### src/two_wire_slave_pkg.sv
// constants, state encoding for the two-wire register slave
// assumes a single system clock domain; pins are synchronised inside
package two_wire_slave_pkg;

   // address bytes answered, direction in bit 0
   localparam logic [7:0] ADDR_WR_BYTE = 8'hba;
   localparam logic [7:0] ADDR_RD_BYTE = 8'hbb;

   // bits per transfer unit before the acknowledge slot
   localparam logic [3:0] BYTE_BITS    = 4'h8;

   // pin synchroniser depth
   localparam int         SYNC_STAGES  = 3;

   // reset values
   localparam logic       LINE_IDLE    = 1'b1;
   localparam logic [3:0] BIT_CNT_RST  = 4'h0;
   localparam logic [7:0] PTR_RST      = 8'h00;

   typedef enum logic [3:0] {
      ST_IDLE      = 4'b0000,
      ST_ADDR      = 4'b0001,
      ST_ADDR_ACK  = 4'b0010,
      ST_PTR       = 4'b0011,
      ST_PTR_ACK   = 4'b0100,
      ST_WDATA     = 4'b0101,
      ST_WDATA_ACK = 4'b0110,
      ST_RDATA     = 4'b0111,
      ST_RD_ACK    = 4'b1000,
      ST_IGNORE    = 4'b1001
   } slave_state_e;

endpackage

### src/pin_event_if.sv
// filtered line levels and bus events between pin filter and slave fsm
// assumes all signals are on the system clock
`timescale 1ns/1ps
interface pin_event_if;
   logic scl;
   logic sda;
   logic scl_rise;
   logic scl_fall;
   logic start;
   logic stop;

   modport filt (
      output scl,
      output sda,
      output scl_rise,
      output scl_fall,
      output start,
      output stop
   );

   modport fsm (
      input  scl,
      input  sda,
      input  scl_rise,
      input  scl_fall,
      input  start,
      input  stop
   );
endinterface

### src/two_wire_register_slave.sv
// two-wire serial slave giving an external master access to 16-bit registers
// assumes register file outside; read data is combinational on reg_rd_addr
`timescale 1ns/1ps
// Overview of operation
// - data line only pulled low or released
// - both lines high means bus idle
// - data falling while clock high is start
// - data rising while clock high is stop
// - one bit per pulse, change while low
// - eight-bit units each followed by acknowledge
// - first byte: address plus direction, 0xba/0xbb
// - acknowledge own address byte
// - transmitter releases, receiver pulls low on ack
// - line left high means no-acknowledge
// - write: register address byte loads pointer
// - two data bytes per register, each acknowledged
// - register updated only after both bytes
// - pointer increments after each full write
// - device shifts bytes out, master acknowledges
// - pointer increments after every 16 bits read
// - no-acknowledge ends read, line released
module two_wire_register_slave #(
   parameter int PTR_W  = 8,
   parameter int DATA_W = 16
) (
   // clock and reset
   input  wire logic              clock,
   input  wire logic              sys_rst,
   // serial pins
   input  wire logic              scl_in,
   input  wire logic              sda_in,
   output logic                   sda_out,
   output logic                   sda_oe,
   // register read port
   output logic [PTR_W-1:0]       reg_rd_addr,
   input  wire logic [DATA_W-1:0] reg_rd_data,
   // register write port
   output logic                   reg_wr_en,
   output logic [PTR_W-1:0]       reg_wr_addr,
   output logic [DATA_W-1:0]      reg_wr_data,
   // status
   output logic                   bus_busy
);

   if (DATA_W != 16 || PTR_W != 8) begin : g_chk
      $error("two_wire_register_slave supports 8-bit pointer and 16-bit data");
   end

   pin_event_if ev ();

   two_wire_slave_pkg::slave_state_e state_reg;
   logic [3:0]        bit_cnt_reg;
   logic [7:0]        rx_reg;
   logic [7:0]        tx_reg;
   logic [7:0]        tx_next;
   logic [7:0]        hold_reg;
   logic [DATA_W-1:0] word_reg;
   logic [PTR_W-1:0]  ptr_reg;
   logic              half_reg;
   logic              rd_dir_reg;
   logic              acked_reg;
   logic              sda_oe_reg;
   logic              wr_en_reg;
   logic [PTR_W-1:0]  wr_addr_reg;
   logic [DATA_W-1:0] wr_data_reg;
   logic              busy_reg;
   logic              byte_done;
   logic              addr_match;
   logic              rx_state;
   logic              ack_state;
   logic              commit;
   logic              rd_load_hi;
   logic              rd_load_lo;

   // byte boundary seen in a given state
   function automatic logic byte_end(input logic                             done,
                                     input two_wire_slave_pkg::slave_state_e cur,
                                     input two_wire_slave_pkg::slave_state_e st);
      return done && (cur == st);
   endfunction

   pin_event_filter #(
      .STAGES (two_wire_slave_pkg::SYNC_STAGES)
   ) u_filter (
      .clock   (clock),
      .sys_rst (sys_rst),
      .scl_in  (scl_in),
      .sda_in  (sda_in),
      .ev      (ev)
   );

   // decoded conditions
   always_comb begin
      byte_done  = ev.scl_fall && (bit_cnt_reg == two_wire_slave_pkg::BYTE_BITS);
      addr_match = (rx_reg == two_wire_slave_pkg::ADDR_WR_BYTE) ||
                   (rx_reg == two_wire_slave_pkg::ADDR_RD_BYTE);
      rx_state   = (state_reg == two_wire_slave_pkg::ST_ADDR) ||
                   (state_reg == two_wire_slave_pkg::ST_PTR) ||
                   (state_reg == two_wire_slave_pkg::ST_WDATA);
      ack_state  = (state_reg == two_wire_slave_pkg::ST_ADDR_ACK) ||
                   (state_reg == two_wire_slave_pkg::ST_PTR_ACK) ||
                   (state_reg == two_wire_slave_pkg::ST_WDATA_ACK) ||
                   (state_reg == two_wire_slave_pkg::ST_RD_ACK);
      commit     = byte_done && (state_reg == two_wire_slave_pkg::ST_WDATA) && half_reg;
      // read begins after read address ack
      rd_load_hi = ev.scl_fall && (state_reg == two_wire_slave_pkg::ST_ADDR_ACK) && rd_dir_reg;
      rd_load_lo = 1'b0;
      if (ev.scl_fall && (state_reg == two_wire_slave_pkg::ST_RD_ACK) && acked_reg) begin
         // after a lower half fetch the next word
         rd_load_lo = half_reg;
         rd_load_hi = !half_reg;
      end
   end

   // protocol state
   always_ff @(posedge clock) begin
      if (sys_rst) begin
         state_reg <= two_wire_slave_pkg::ST_IDLE;
      end else if (ev.stop) begin
         state_reg <= two_wire_slave_pkg::ST_IDLE;
      end else if (ev.start) begin
         state_reg <= two_wire_slave_pkg::ST_ADDR;
      end else begin
         case (state_reg)
            two_wire_slave_pkg::ST_ADDR: begin
               if (byte_done) begin
                  state_reg <= addr_match ? two_wire_slave_pkg::ST_ADDR_ACK : two_wire_slave_pkg::ST_IGNORE;
               end
            end
            two_wire_slave_pkg::ST_ADDR_ACK: begin
               if (ev.scl_fall) begin
                  state_reg <= rd_dir_reg ? two_wire_slave_pkg::ST_RDATA : two_wire_slave_pkg::ST_PTR;
               end
            end
            two_wire_slave_pkg::ST_PTR: begin
               if (byte_done) begin
                  state_reg <= two_wire_slave_pkg::ST_PTR_ACK;
               end
            end
            two_wire_slave_pkg::ST_PTR_ACK: begin
               if (ev.scl_fall) begin
                  state_reg <= two_wire_slave_pkg::ST_WDATA;
               end
            end
            two_wire_slave_pkg::ST_WDATA: begin
               if (byte_done) begin
                  state_reg <= two_wire_slave_pkg::ST_WDATA_ACK;
               end
            end
            two_wire_slave_pkg::ST_WDATA_ACK: begin
               if (ev.scl_fall) begin
                  state_reg <= two_wire_slave_pkg::ST_WDATA;
               end
            end
            two_wire_slave_pkg::ST_RDATA: begin
               if (byte_done) begin
                  state_reg <= two_wire_slave_pkg::ST_RD_ACK;
               end
            end
            two_wire_slave_pkg::ST_RD_ACK: begin
               if (ev.scl_fall) begin
                  state_reg <= acked_reg ? two_wire_slave_pkg::ST_RDATA : two_wire_slave_pkg::ST_IGNORE;
               end
            end
            two_wire_slave_pkg::ST_IDLE: begin
               state_reg <= two_wire_slave_pkg::ST_IDLE;
            end
            // wait here for the next start
            two_wire_slave_pkg::ST_IGNORE: begin
               state_reg <= two_wire_slave_pkg::ST_IGNORE;
            end
            default: begin
               state_reg <= state_reg;
            end
         endcase
      end
   end

   // bit counting and receive shifting
   always_ff @(posedge clock) begin
      if (sys_rst || ev.start || ev.stop) begin
         bit_cnt_reg <= two_wire_slave_pkg::BIT_CNT_RST;
         rx_reg      <= 8'h00;
      end else if (byte_done || (ev.scl_fall && ack_state)) begin
         bit_cnt_reg <= two_wire_slave_pkg::BIT_CNT_RST;
      end else if (ev.scl_rise && (rx_state || state_reg == two_wire_slave_pkg::ST_RDATA)) begin
         bit_cnt_reg <= bit_cnt_reg + 4'h1;
         if (rx_state) begin
            rx_reg <= {rx_reg[6:0], ev.sda};
         end
      end
   end

   // direction, byte half and master acknowledge
   always_ff @(posedge clock) begin
      if (sys_rst || ev.start || ev.stop) begin
         rd_dir_reg <= 1'b0;
         half_reg   <= 1'b0;
         acked_reg  <= 1'b0;
      end else begin
         if (byte_end(byte_done, state_reg, two_wire_slave_pkg::ST_ADDR)) begin
            rd_dir_reg <= rx_reg[0];
         end
         if (ev.scl_fall && (state_reg == two_wire_slave_pkg::ST_ADDR_ACK ||
                             state_reg == two_wire_slave_pkg::ST_PTR_ACK)) begin
            half_reg <= 1'b0;
         end else if (byte_done && (state_reg == two_wire_slave_pkg::ST_WDATA ||
                                    state_reg == two_wire_slave_pkg::ST_RDATA)) begin
            half_reg <= !half_reg;
         end
         // high on ack slot is no-acknowledge
         if (ev.scl_rise && state_reg == two_wire_slave_pkg::ST_RD_ACK) begin
            acked_reg <= !ev.sda;
         end
      end
   end

   // next transmit byte
   always_comb begin
      tx_next = {tx_reg[6:0], 1'b0};
      if (rd_load_hi) begin
         tx_next = reg_rd_data[15:8];
      end else if (rd_load_lo) begin
         tx_next = word_reg[7:0];
      end
   end

   // data line drive; oe high pulls the line low
   always_ff @(posedge clock) begin
      if (sys_rst || ev.start || ev.stop) begin
         sda_oe_reg <= 1'b0;
         tx_reg     <= 8'h00;
      end else if (byte_done && rx_state) begin
         sda_oe_reg <= (state_reg != two_wire_slave_pkg::ST_ADDR) || addr_match;
      end else if (rd_load_hi || rd_load_lo) begin
         tx_reg     <= tx_next;
         sda_oe_reg <= !tx_next[7];
      end else if (ev.scl_fall && state_reg == two_wire_slave_pkg::ST_RDATA) begin
         if (byte_done) begin
            sda_oe_reg <= 1'b0;
         end else begin
            tx_reg     <= tx_next;
            sda_oe_reg <= !tx_next[7];
         end
      end else if (ev.scl_fall && ack_state) begin
         sda_oe_reg <= 1'b0;
      end
   end

   // read word capture
   always_ff @(posedge clock) begin
      if (sys_rst) begin
         word_reg <= '0;
      end else if (rd_load_hi) begin
         word_reg <= reg_rd_data;
      end
   end

   // register pointer
   always_ff @(posedge clock) begin
      if (sys_rst) begin
         ptr_reg <= two_wire_slave_pkg::PTR_RST;
      end else if (byte_end(byte_done, state_reg, two_wire_slave_pkg::ST_PTR)) begin
         ptr_reg <= rx_reg;
      end else if (commit) begin
         ptr_reg <= ptr_reg + 8'h01;
      end else if (byte_end(byte_done, state_reg, two_wire_slave_pkg::ST_RDATA) && half_reg) begin
         ptr_reg <= ptr_reg + 8'h01;
      end
   end

   // write port
   always_ff @(posedge clock) begin
      if (sys_rst) begin
         hold_reg    <= 8'h00;
         wr_en_reg   <= 1'b0;
         wr_addr_reg <= '0;
         wr_data_reg <= '0;
      end else begin
         wr_en_reg <= 1'b0;
         if (byte_end(byte_done, state_reg, two_wire_slave_pkg::ST_WDATA) && !half_reg) begin
            hold_reg <= rx_reg;
         end
         if (commit) begin
            wr_en_reg   <= 1'b1;
            wr_addr_reg <= ptr_reg;
            wr_data_reg <= {hold_reg, rx_reg};
         end
      end
   end

   // idle when no frame is open
   always_ff @(posedge clock) begin
      if (sys_rst) begin
         busy_reg <= 1'b0;
      end else if (ev.stop) begin
         busy_reg <= 1'b0;
      end else if (ev.start) begin
         busy_reg <= 1'b1;
      end
   end

   always_ff @(posedge clock) begin
      sda_out <= 1'b0;
   end

   assign sda_oe      = sda_oe_reg;
   assign reg_rd_addr = ptr_reg;
   assign reg_wr_en   = wr_en_reg;
   assign reg_wr_addr = wr_addr_reg;
   assign reg_wr_data = wr_data_reg;
   assign bus_busy    = busy_reg;

endmodule

### src/pin_event_filter.sv
// three-stage synchroniser and edge/condition detector for clock and data pins
// assumes pins are asynchronous to clock; idle lines are high
`timescale 1ns/1ps
module pin_event_filter #(
   parameter int STAGES = two_wire_slave_pkg::SYNC_STAGES
) (
   // clock and reset
   input  wire logic  clock,
   input  wire logic  sys_rst,
   // raw pins
   input  wire logic  scl_in,
   input  wire logic  sda_in,
   // events
   pin_event_if.filt  ev
);

   if (STAGES != 3) begin : g_chk
      $error("pin_event_filter supports exactly three stages");
   end

   logic [1:0] pin_raw;
   logic [1:0] s1_reg;
   logic [1:0] s2_reg;
   logic [1:0] s3_reg;
   logic [1:0] lvl_reg;
   logic [1:0] lvl_next;

   assign pin_raw = {scl_in, sda_in};

   // per line: change accepted once stages two and three agree
   for (genvar i = 0; i < 2; i++) begin : g_line
      always_ff @(posedge clock) begin
         if (sys_rst) begin
            s1_reg[i]  <= two_wire_slave_pkg::LINE_IDLE;
            s2_reg[i]  <= two_wire_slave_pkg::LINE_IDLE;
            s3_reg[i]  <= two_wire_slave_pkg::LINE_IDLE;
            lvl_reg[i] <= two_wire_slave_pkg::LINE_IDLE;
         end else begin
            s1_reg[i]  <= pin_raw[i];
            s2_reg[i]  <= s1_reg[i];
            s3_reg[i]  <= s2_reg[i];
            lvl_reg[i] <= lvl_next[i];
         end
      end
      assign lvl_next[i] = (s2_reg[i] == s3_reg[i]) ? s3_reg[i] : lvl_reg[i];
   end

   assign ev.scl      = lvl_next[1];
   assign ev.sda      = lvl_next[0];
   assign ev.scl_rise = lvl_next[1] & ~lvl_reg[1];
   assign ev.scl_fall = ~lvl_next[1] & lvl_reg[1];
   // start: data falls while clock stays high
   assign ev.start    = lvl_reg[1] & lvl_next[1] & lvl_reg[0] & ~lvl_next[0];
   // stop: data rises while clock stays high
   assign ev.stop     = lvl_reg[1] & lvl_next[1] & ~lvl_reg[0] & lvl_next[0];

endmodule

### config.mk
export PLATFORM = sky130hd
export DESIGN_NAME = two_wire_register_slave
export DESIGN_NICKNAME = d
export VERILOG_FILES = /design/src/two_wire_slave_pkg.sv /design/src/pin_event_if.sv /design/src/two_wire_register_slave.sv /design/src/pin_event_filter.sv
export SDC_FILE = /design/constraint.sdc
export NUM_CORES = 1
export LEC_CHECK = 0
export BUFFER_PORTS_ARGS = -buffer_cell sky130_fd_sc_hd__buf_4
export CAP_MARGIN = 30
export CORE_ASPECT_RATIO = 1.4
export CORE_UTILIZATION = 35
export DETAILED_ROUTE_END_ITERATION = 6
export GPL_TIMING_DRIVEN = 1
export SYNTH_ARGS = -nofsm -noshare
export SYNTH_HDL_FRONTEND = slang
export SYNTH_SLANG_ARGS = --single-unit
### constraint.sdc
create_clock -name clock -period 2 [get_ports clock]
set_input_delay 0.4 -clock clock [delete_from_list [all_inputs] [get_ports clock]]
set_output_delay 0.4 -clock clock [all_outputs]
set_load 0.01 [all_outputs]
==> run_results.csv, run 1 <==
group,metric,value,unit
logic_synthesis,yosys-top-cells-area,"dfxtp_1, nand2_1, a21oi_1",
cells_and_area,area_growth,27.0,%
setup_path,end_kind,"register",
logic_synthesis,synthesis.area,3800,um2
setup_path,cp.required,2.24,ns
floorplan,die_w,90.1,um
route,via_per_inst,5.14,
route,wl_per_cell,13.7,um
setup_path,worst-setup-path-type,"reg -> reg",
status,status,"finished clean",
cts,cts_max_path_buffers,2,
logic_synthesis,yosysTopAreaCell,"dfxtp_1",
sta,final_max_slew_viol_count,0,
route,drt_wl_total,9.29,mm
power,p_per_area,805,nW/um2
cells_and_area,largest_register_ffs,16,
min_path,worstHoldPathCells,2,
cells_and_area,fill_cells,1038,
cells_and_area,drive_above_1_share,0.250,
place,port_buffers,54,
setup_path,critPathMaxFanout,6,
setup_path,critPathLaunchType,"register",
grt,grt_pass1_vias,3309,
sta,timing.hold.ws,0.239,ns
cells_and_area,final_cells,677,
sta,hold_viol,0,
route,vias,3483,
cts,cts.root.buffer_cell,"clkbuf_16",
setup_path,crit_slowest_cell,"or3_4",
logic_synthesis,synth_cells,463,
route,drt_iter0_markers,81,
setup_path,path_cells,"inv_1 > ha_1 > and3b_1 > or3_4 > a21oi_2 > buf_4 > nor2_1 > a311oi_1",
min_path,hp-start,"scl_in",
logic_synthesis,async_flop_share,0,
power,ir_drop,377,uV
grt,antenna_found_initial,0,
setup_path,r2r-start,"bit_cnt_reg[1]$_SDFFE_PP0P_",
floorplan,io_pins,56,
cells_and_area,nets,558,
setup_path,path_buf_inv,2,
setup_path,slowest_delay,0.39,ns
cts,clk_pin_slew,0.07,ns
power,report.power.total,3.89,mW
cts,holdBufCountCts,0,
route,dr.pass1.iters,5,
floorplan,rows,44,
grt,overflow,0,
place,gp_congestion,0.830,
logic_synthesis,synthFlopType,"dfxtp_1",
place,place_inst,659,
min_path,min_path_type,"in -> reg",
min_path,hold_end,"u_filter.s1_reg[1]$_SDFF_PP1_",
place,dp_hpwl,6.77,mm
cts,cts_tree,"built",
cts,cts_htree_levels,3,
cells_and_area,multi_input_area,1950,um2
sta,min_period_over_period,0.957,
setup_path,cp_top_family,"simple AND/OR/NAND/NOR gates",
route,antenna_left,0,
cts,numCtsBuffers,9,
logic_synthesis,synth_top_area_frac,0.448,
floorplan,fp.coreArea,10500,um2
cts,cts_sinks,85,
logic_synthesis,syn_nets,486,
sta,finClkSkew,0.00830,ns
power,leakagePower,1.84,nW
sta,min_period,1.91,ns
logic_synthesis,synth_edf_count,0,
logic_synthesis,synth_cell_types,62,
logic_synthesis,yosysSeqAreaShare,0.448,
floorplan,die-height,125,um
cells_and_area,fin_area,4830,um2
setup_path,worst-r2r-cell-count,8,
cells_and_area,antenna_cells,0,
flow_run,drv_cap,0,
grt,grt_pass1_wl,15.4,mm
setup_path,arrival,2.16,ns
floorplan,start_util,0.364,
setup_path,r2r_end,"tx_reg[2]$_SDFFE_PP0P_",
sta,setup_viol,0,
logic_synthesis,ys_ff_latch,85,
logic_synthesis,yosysWarnings,0,
place,place_area,4480,um2
cells_and_area,ff_latch_area,1700,um2
setup_path,reg2reg_slack,0.09,ns
floorplan,dieArea,11300,um2
route,drc,0,
grt,grt_max_degree,25,
logic_synthesis,syn_area_per_cell,8.21,um2
sta,fmax,0.523,GHz
cts,clk_latency,0.34,ns
grt,grt_use_total,0.169,
==> cell usage in the layout, fill, tap and decap left out, drive strengths merged, types with 5 or more instances in the layout <==
| cell type | netlist | layout |
|---|---|---|
| a31oi | 6 | 6 |
| nand3b | 5 | 5 |
| a21oi | 60 | 60 |
| nand3 | 19 | 19 |
| nor2b | 6 | 6 |
| o21ai | 18 | 18 |
| nor3 | 15 | 15 |
| clkbuf | 15 | 10 |
| inv | 4 | 5 |
| or2 | 11 | 11 |
| mux2i | 10 | 10 |
| nand2b | 5 | 5 |
| a311oi | 8 | 8 |
| nor2 | 39 | 39 |
| dfxtp | 85 | 85 |
| nand2 | 86 | 86 |
| buf | 14 | 90 |
==> worst register-to-register path, stage by stage, from the launching register on <==
cell and delay [ns]:
dfxtp_1 0.37, inv_1 0.06, ha_1 0.19, and3b_1 0.18
or3_4 0.39, a21oi_2 0.17, buf_4 0.16, nor2_1 0.04
a311oi_1 0.24
==> power by group <==
part / total, mW / switching (mW) / internal, mW
Sequential: 1.76 / 0.0452 / 1.72
Clock: 1.67 / 0.670 / 0.998
Combinational: 0.454 / 0.249 / 0.205
Total: 3.89 / 0.965 / 2.92
==> how the worst max path moves through the flow <==
stage	from	slack [ns]	cells after the start	end
6_report	bit_cnt_reg[1]$_SDFFE_PP0P_	0.09	8	tx_reg[2]$_SDFFE_PP0P_
5_1_grt	bit_cnt_reg[1]$_SDFFE_PP0P_	-0.005	8	tx_reg[5]$_SDFFE_PP0P_
4_1_cts	u_filter.lvl_reg[1]$_SDFF_PP1_	0.02	7	word_reg[7]$_SDFFE_PP0P_
3_5_place_dp	state_reg[0]$_SDFFE_PP0P_	0.004	6	reg_rd_addr[3]$_SDFFE_PP0P_
3_3_place_gp	state_reg[0]$_SDFFE_PP0P_	0.03	6	reg_rd_addr[3]$_SDFFE_PP0P_
2_1_floorplan	bit_cnt_reg[0]$_SDFFE_PP0P_	0.09	8	tx_reg[5]$_SDFFE_PP0P_
==> per-layer routing <==
metal	up-vias	wire [um]	global-route usage
li1	1749	-	-
met4	0	278	0.0901
met2	82	4810	0.295
met3	21	325	0.0389
met5	-	0	0
met1	1631	3880	0.190
==> metrics by stage <==
stage	worst slack (ns)	util	TNS, ns
finish	0.0865	0.462	0
global route	-0.00535	0.462	-0.00535
CTS	0.0199	0.457	0
detailed placement	0.00423	0.429	0
global placement	0.0283	0.429	0
floorplan	0.0875	-	0
==> final cells by class <==
cell class	count	area share
clock buffer	10	0.0495
clock inverter	5	0.0124
multi-input combinational	345	0.403
tap	138	0.0358
inverter	4	0.00311
timing repair buffer	90	0.143
sequential	85	0.353
==> Yosys cell counts, drive strengths merged (3+ instances only) <==
| master | instances |
|---|---|
| or2 | 11 |
| nor2b | 6 |
| a311oi | 8 |
| xor2 | 4 |
| nand4 | 3 |
| dfxtp | 85 |
| nand2b | 5 |
| and3 | 4 |
| nand3 | 19 |
| mux2i | 10 |
| o21ai | 18 |
| a31oi | 6 |
| nor3 | 15 |
| a211oi | 3 |
| or3 | 3 |
| nand2 | 86 |
| inv | 4 |
| clkbuf | 15 |
| ha | 3 |
| a21oi | 60 |
| xnor2 | 3 |
| nand3b | 5 |
| nor2 | 39 |
| nor3b | 3 |
| buf | 14 |
==> logic make-up after synthesis <==
family / count (synthesis) / synth area share
flip-flops: 85 / 0.448
AO/OA/AOI/OAI: 111 / 0.172
XOR/XNOR: 7 / 0.0161
multiplexers: 10 / 0.0263
adder cells (fa/ha/maj): 4 / 0.0125
buffers and inverters: 33 / 0.0451
AND/OR/NAND/NOR: 212 / 0.279
other: 1 / 0.000986
==> repair_timing <==
| item | 4_1_cts | 5_1_grt |
|---|---|---|
| endpoints found under the hold margin | 0 | 0 |
| resized for setup | 1 | 9 |
| pin swaps | 0 | 1 |
| setup endpoints to repair | 2 | 22 |
| gates cloned | 0 | 1 |
| setup buffers | 0 | 2 |
Power figures use the tool's default switching activity.
==> inputs of run 2 (changes only) <==
--- a/config.mk
+++ b/config.mk
@@ -5,6 +5,7 @@
 export SDC_FILE = /design/constraint.sdc
 export NUM_CORES = 1
 export LEC_CHECK = 0
+export ABC_AREA = 1
 export BUFFER_PORTS_ARGS = -buffer_cell sky130_fd_sc_hd__buf_4
 export CAP_MARGIN = 30
 export CORE_ASPECT_RATIO = 1.4
==> run 2 against run 1 <==
Against the previous run: die area decreased by 0.81%; design area decreased by 5.0%; synthesized cell count up 8.4%; critical path depth shrank 1; fmax rose by 8.5%; register-to-register slack improved by 0.15 ns; worst hold slack improved by 0.0031 ns; clock power down 7%; flip-flop and latch count did not move; combinational power increased by 7.5%; area after synthesis shrank 0.82%; critical endpoint is now rx_reg[6]$_SDFFE_PP0P_.
==> run_results.csv, run 2 <==
group,metric,value,unit
logic_synthesis,synth_cells,502,
setup_path,critPathMaxFanout,16,
logic_synthesis,synthFlopType,"dfxtp_1",
logic_synthesis,syn_nets,525,
setup_path,end_kind,"register",
sta,timing.hold.ws,0.242,ns
grt,overflow,0,
setup_path,arrival,1.98,ns
power,report.power.total,3.82,mW
logic_synthesis,synth_cell_types,34,
floorplan,fp.coreArea,10400,um2
cts,cts_setup_buffers,0,
route,antenna_left,0,
cells_and_area,area_growth,21.7,%
power,leakagePower,1.89,nW
setup_path,reg2reg_slack,0.24,ns
floorplan,rows,44,
grt,grt_pass1_vias,3227,
cells_and_area,multi_input_area,1760,um2
flow_run,drv_cap,0,
cells_and_area,mostFrequentLayoutCell,"nand2_1",
logic_synthesis,yosysMostFrequentCell,"nand2_1",
sta,setup_tns,0,ns
route,drc,0,
grt,antenna_found_initial,0,
logic_synthesis,synth_common_cells,"nand2_1, dfxtp_1, a21oi_1",
logic_synthesis,synth_top_area_frac,0.451,
setup_path,critPathLaunchType,"register",
cts,cts_sinks,85,
setup_path,crit_path_frequent_cell,"o21ai_0",
cells_and_area,largest_register_ffs,16,
route,vias,3468,
sta,min_period_over_period,0.882,
route,drt_wl_total,9.35,mm
route,drt_iter0_markers,146,
sta,hold_viol,0,
sta,final_max_slew_viol_count,0,
logic_synthesis,synthesis.area,3770,um2
place,port_buffers,54,
sta,rsz0062_at_grt,"false",
logic_synthesis,yosysWarnings,0,
cts,cts.root.buffer_cell,"clkbuf_16",
cells_and_area,nets,581,
logic_synthesis,yosys-top-cells-area,"dfxtp_1, nand2_1, a21oi_1",
logic_synthesis,yosysTopAreaCell,"dfxtp_1",
place,gp_congestion,0.948,
setup_path,path_cells,"inv_2 > nor2_4 > nand2_2 > o21ai_0 > nand2_1 > o21ai_0 > a21oi_1",
cts,ctsResizeCount,0,
setup_path,slowest_delay,0.53,ns
min_path,min_path_type,"in -> reg",
grt,grt_use_total,0.172,
place,place_inst,685,
route,dr.pass1.iters,4,
power,ir_drop,543,uV
logic_synthesis,async_flop_share,0,
route,via_per_inst,4.95,
floorplan,die_w,89.7,um
sta,finClkSkew,0.00468,ns
sta,postLayoutSetupSlackWorst,0.236,ns
power,p_per_area,832,nW/um2
setup_path,crit_slowest_cell,"dfxtp_1",
sta,setup_viol,0,
logic_synthesis,yosysSeqAreaShare,0.451,
cts,cts_tree,"built",
cells_and_area,final_cell_mix,"nand2_1, dfxtp_1, a21oi_1, buf_4, inv_1",
cts,clk_latency,0.34,ns
cts,cts_max_path_buffers,2,
floorplan,io_pins,56,
cells_and_area,antenna_cells,0,
sta,fmax,0.567,GHz
place,dp_hpwl,6.96,mm
cells_and_area,fin_area,4590,um2
cells_and_area,fill_cells,1087,
place,pre_cts_slack,0.229,ns
setup_path,worst-setup-path-type,"reg -> reg",
logic_synthesis,synth_edf_count,0,
cts,holdBufCountCts,0,
floorplan,die-height,125,um
sta,min_period,1.76,ns
floorplan,start_util,0.362,
grt,grt_max_degree,36,
cells_and_area,final_cells,701,
cells_and_area,fin_util,0.441,
route,wl_per_cell,13.3,um
cts,cts_htree_levels,3,
cells_and_area,ff_latch_area,1700,um2
setup_path,cp.required,2.21,ns
floorplan,dieArea,11200,um2
grt,grt_pass1_wl,15.4,mm
status,status,"finished clean",
logic_synthesis,syn_area_per_cell,7.51,um2
place,place_area,4310,um2
logic_synthesis,ys_ff_latch,85,
cts,numCtsBuffers,9,
cells_and_area,drive_above_1_share,0.215,
cts,clk_pin_slew,0.06,ns
run 2: changes by cell type after synthesis, moves of 8 or more:
| cell | change |
|---|---|
| inv_1 | +37 |
| nand2_1 | +30 |
| o21ai_0 | +19 |
| inv_2 | +10 |
| mux2i_1 | -10 |
| o21ai_1 | +9 |
| a311oi_1 | -8 |
| clkbuf_1 | -8 |
| nor2_1 | -8 |
run 2: path summary, 6_finish.rpt:
check	start	end	cells past startpoint
min reg2reg	u_filter.s1_reg[0]$_SDFF_PP1_	u_filter.s2_reg[0]$_SDFF_PP1_	1
min	scl_in	u_filter.s1_reg[1]$_SDFF_PP1_	2
max reg2reg	state_reg[2]$_SDFFE_PP0P_	rx_reg[6]$_SDFFE_PP0P_	7
max	state_reg[2]$_SDFFE_PP0P_	rx_reg[6]$_SDFFE_PP0P_	7
run 2: cell type report:
class                           count  area share
Clock buffer                        9      0.0491
Clock inverter                      7      0.0112
Inverter                           51      0.0417
Multi-Input combinational cell    346       0.383
Sequential cell                    85       0.371
Tap cell                          138      0.0376
Timing Repair Buffer               65       0.106
run 2: cell families after synthesis:
kind of cell	count (synthesis)	synth area share
and+or+nand+nor	206	0.260
AOI/OAI and AO/OA	131	0.184
DFF	85	0.451
buffers and inverters	71	0.0826
xor gates and xnor gates	5	0.0116
adders and majority gates	3	0.00995
other	1	0.000994
run 2: critical path, delay by kind of cell, from the launching register on:
| family | cells | cell delay [ns] |
|---|---|---|
| buffers and inverters | 1 | 0.08 |
| AND/OR/NAND/NOR | 3 | 0.59 |
| AO/OA/AOI/OAI | 3 | 0.44 |
| flip-flops | 1 | 0.53 |
run 2: per-layer routing:
metal / wire [um] / share of wire / global-route usage / up-vias
met3: 371 / 0.040 / 0.0415 / 23
met4: 292 / 0.031 / 0.0906 / 0
met2: 4830 / 0.52 / 0.303 / 73
met5: 0 / 0 / 0 / -
met1: 3860 / 0.41 / 0.189 / 1604
li1: - / - / - / 1768
run 2: power breakdown:
group	switching [mW]	internal [mW]	leakage, nW
registers	0.0551	1.72	0.686
logic	0.324	0.164	1.08
clock network	0.709	0.842	0.120
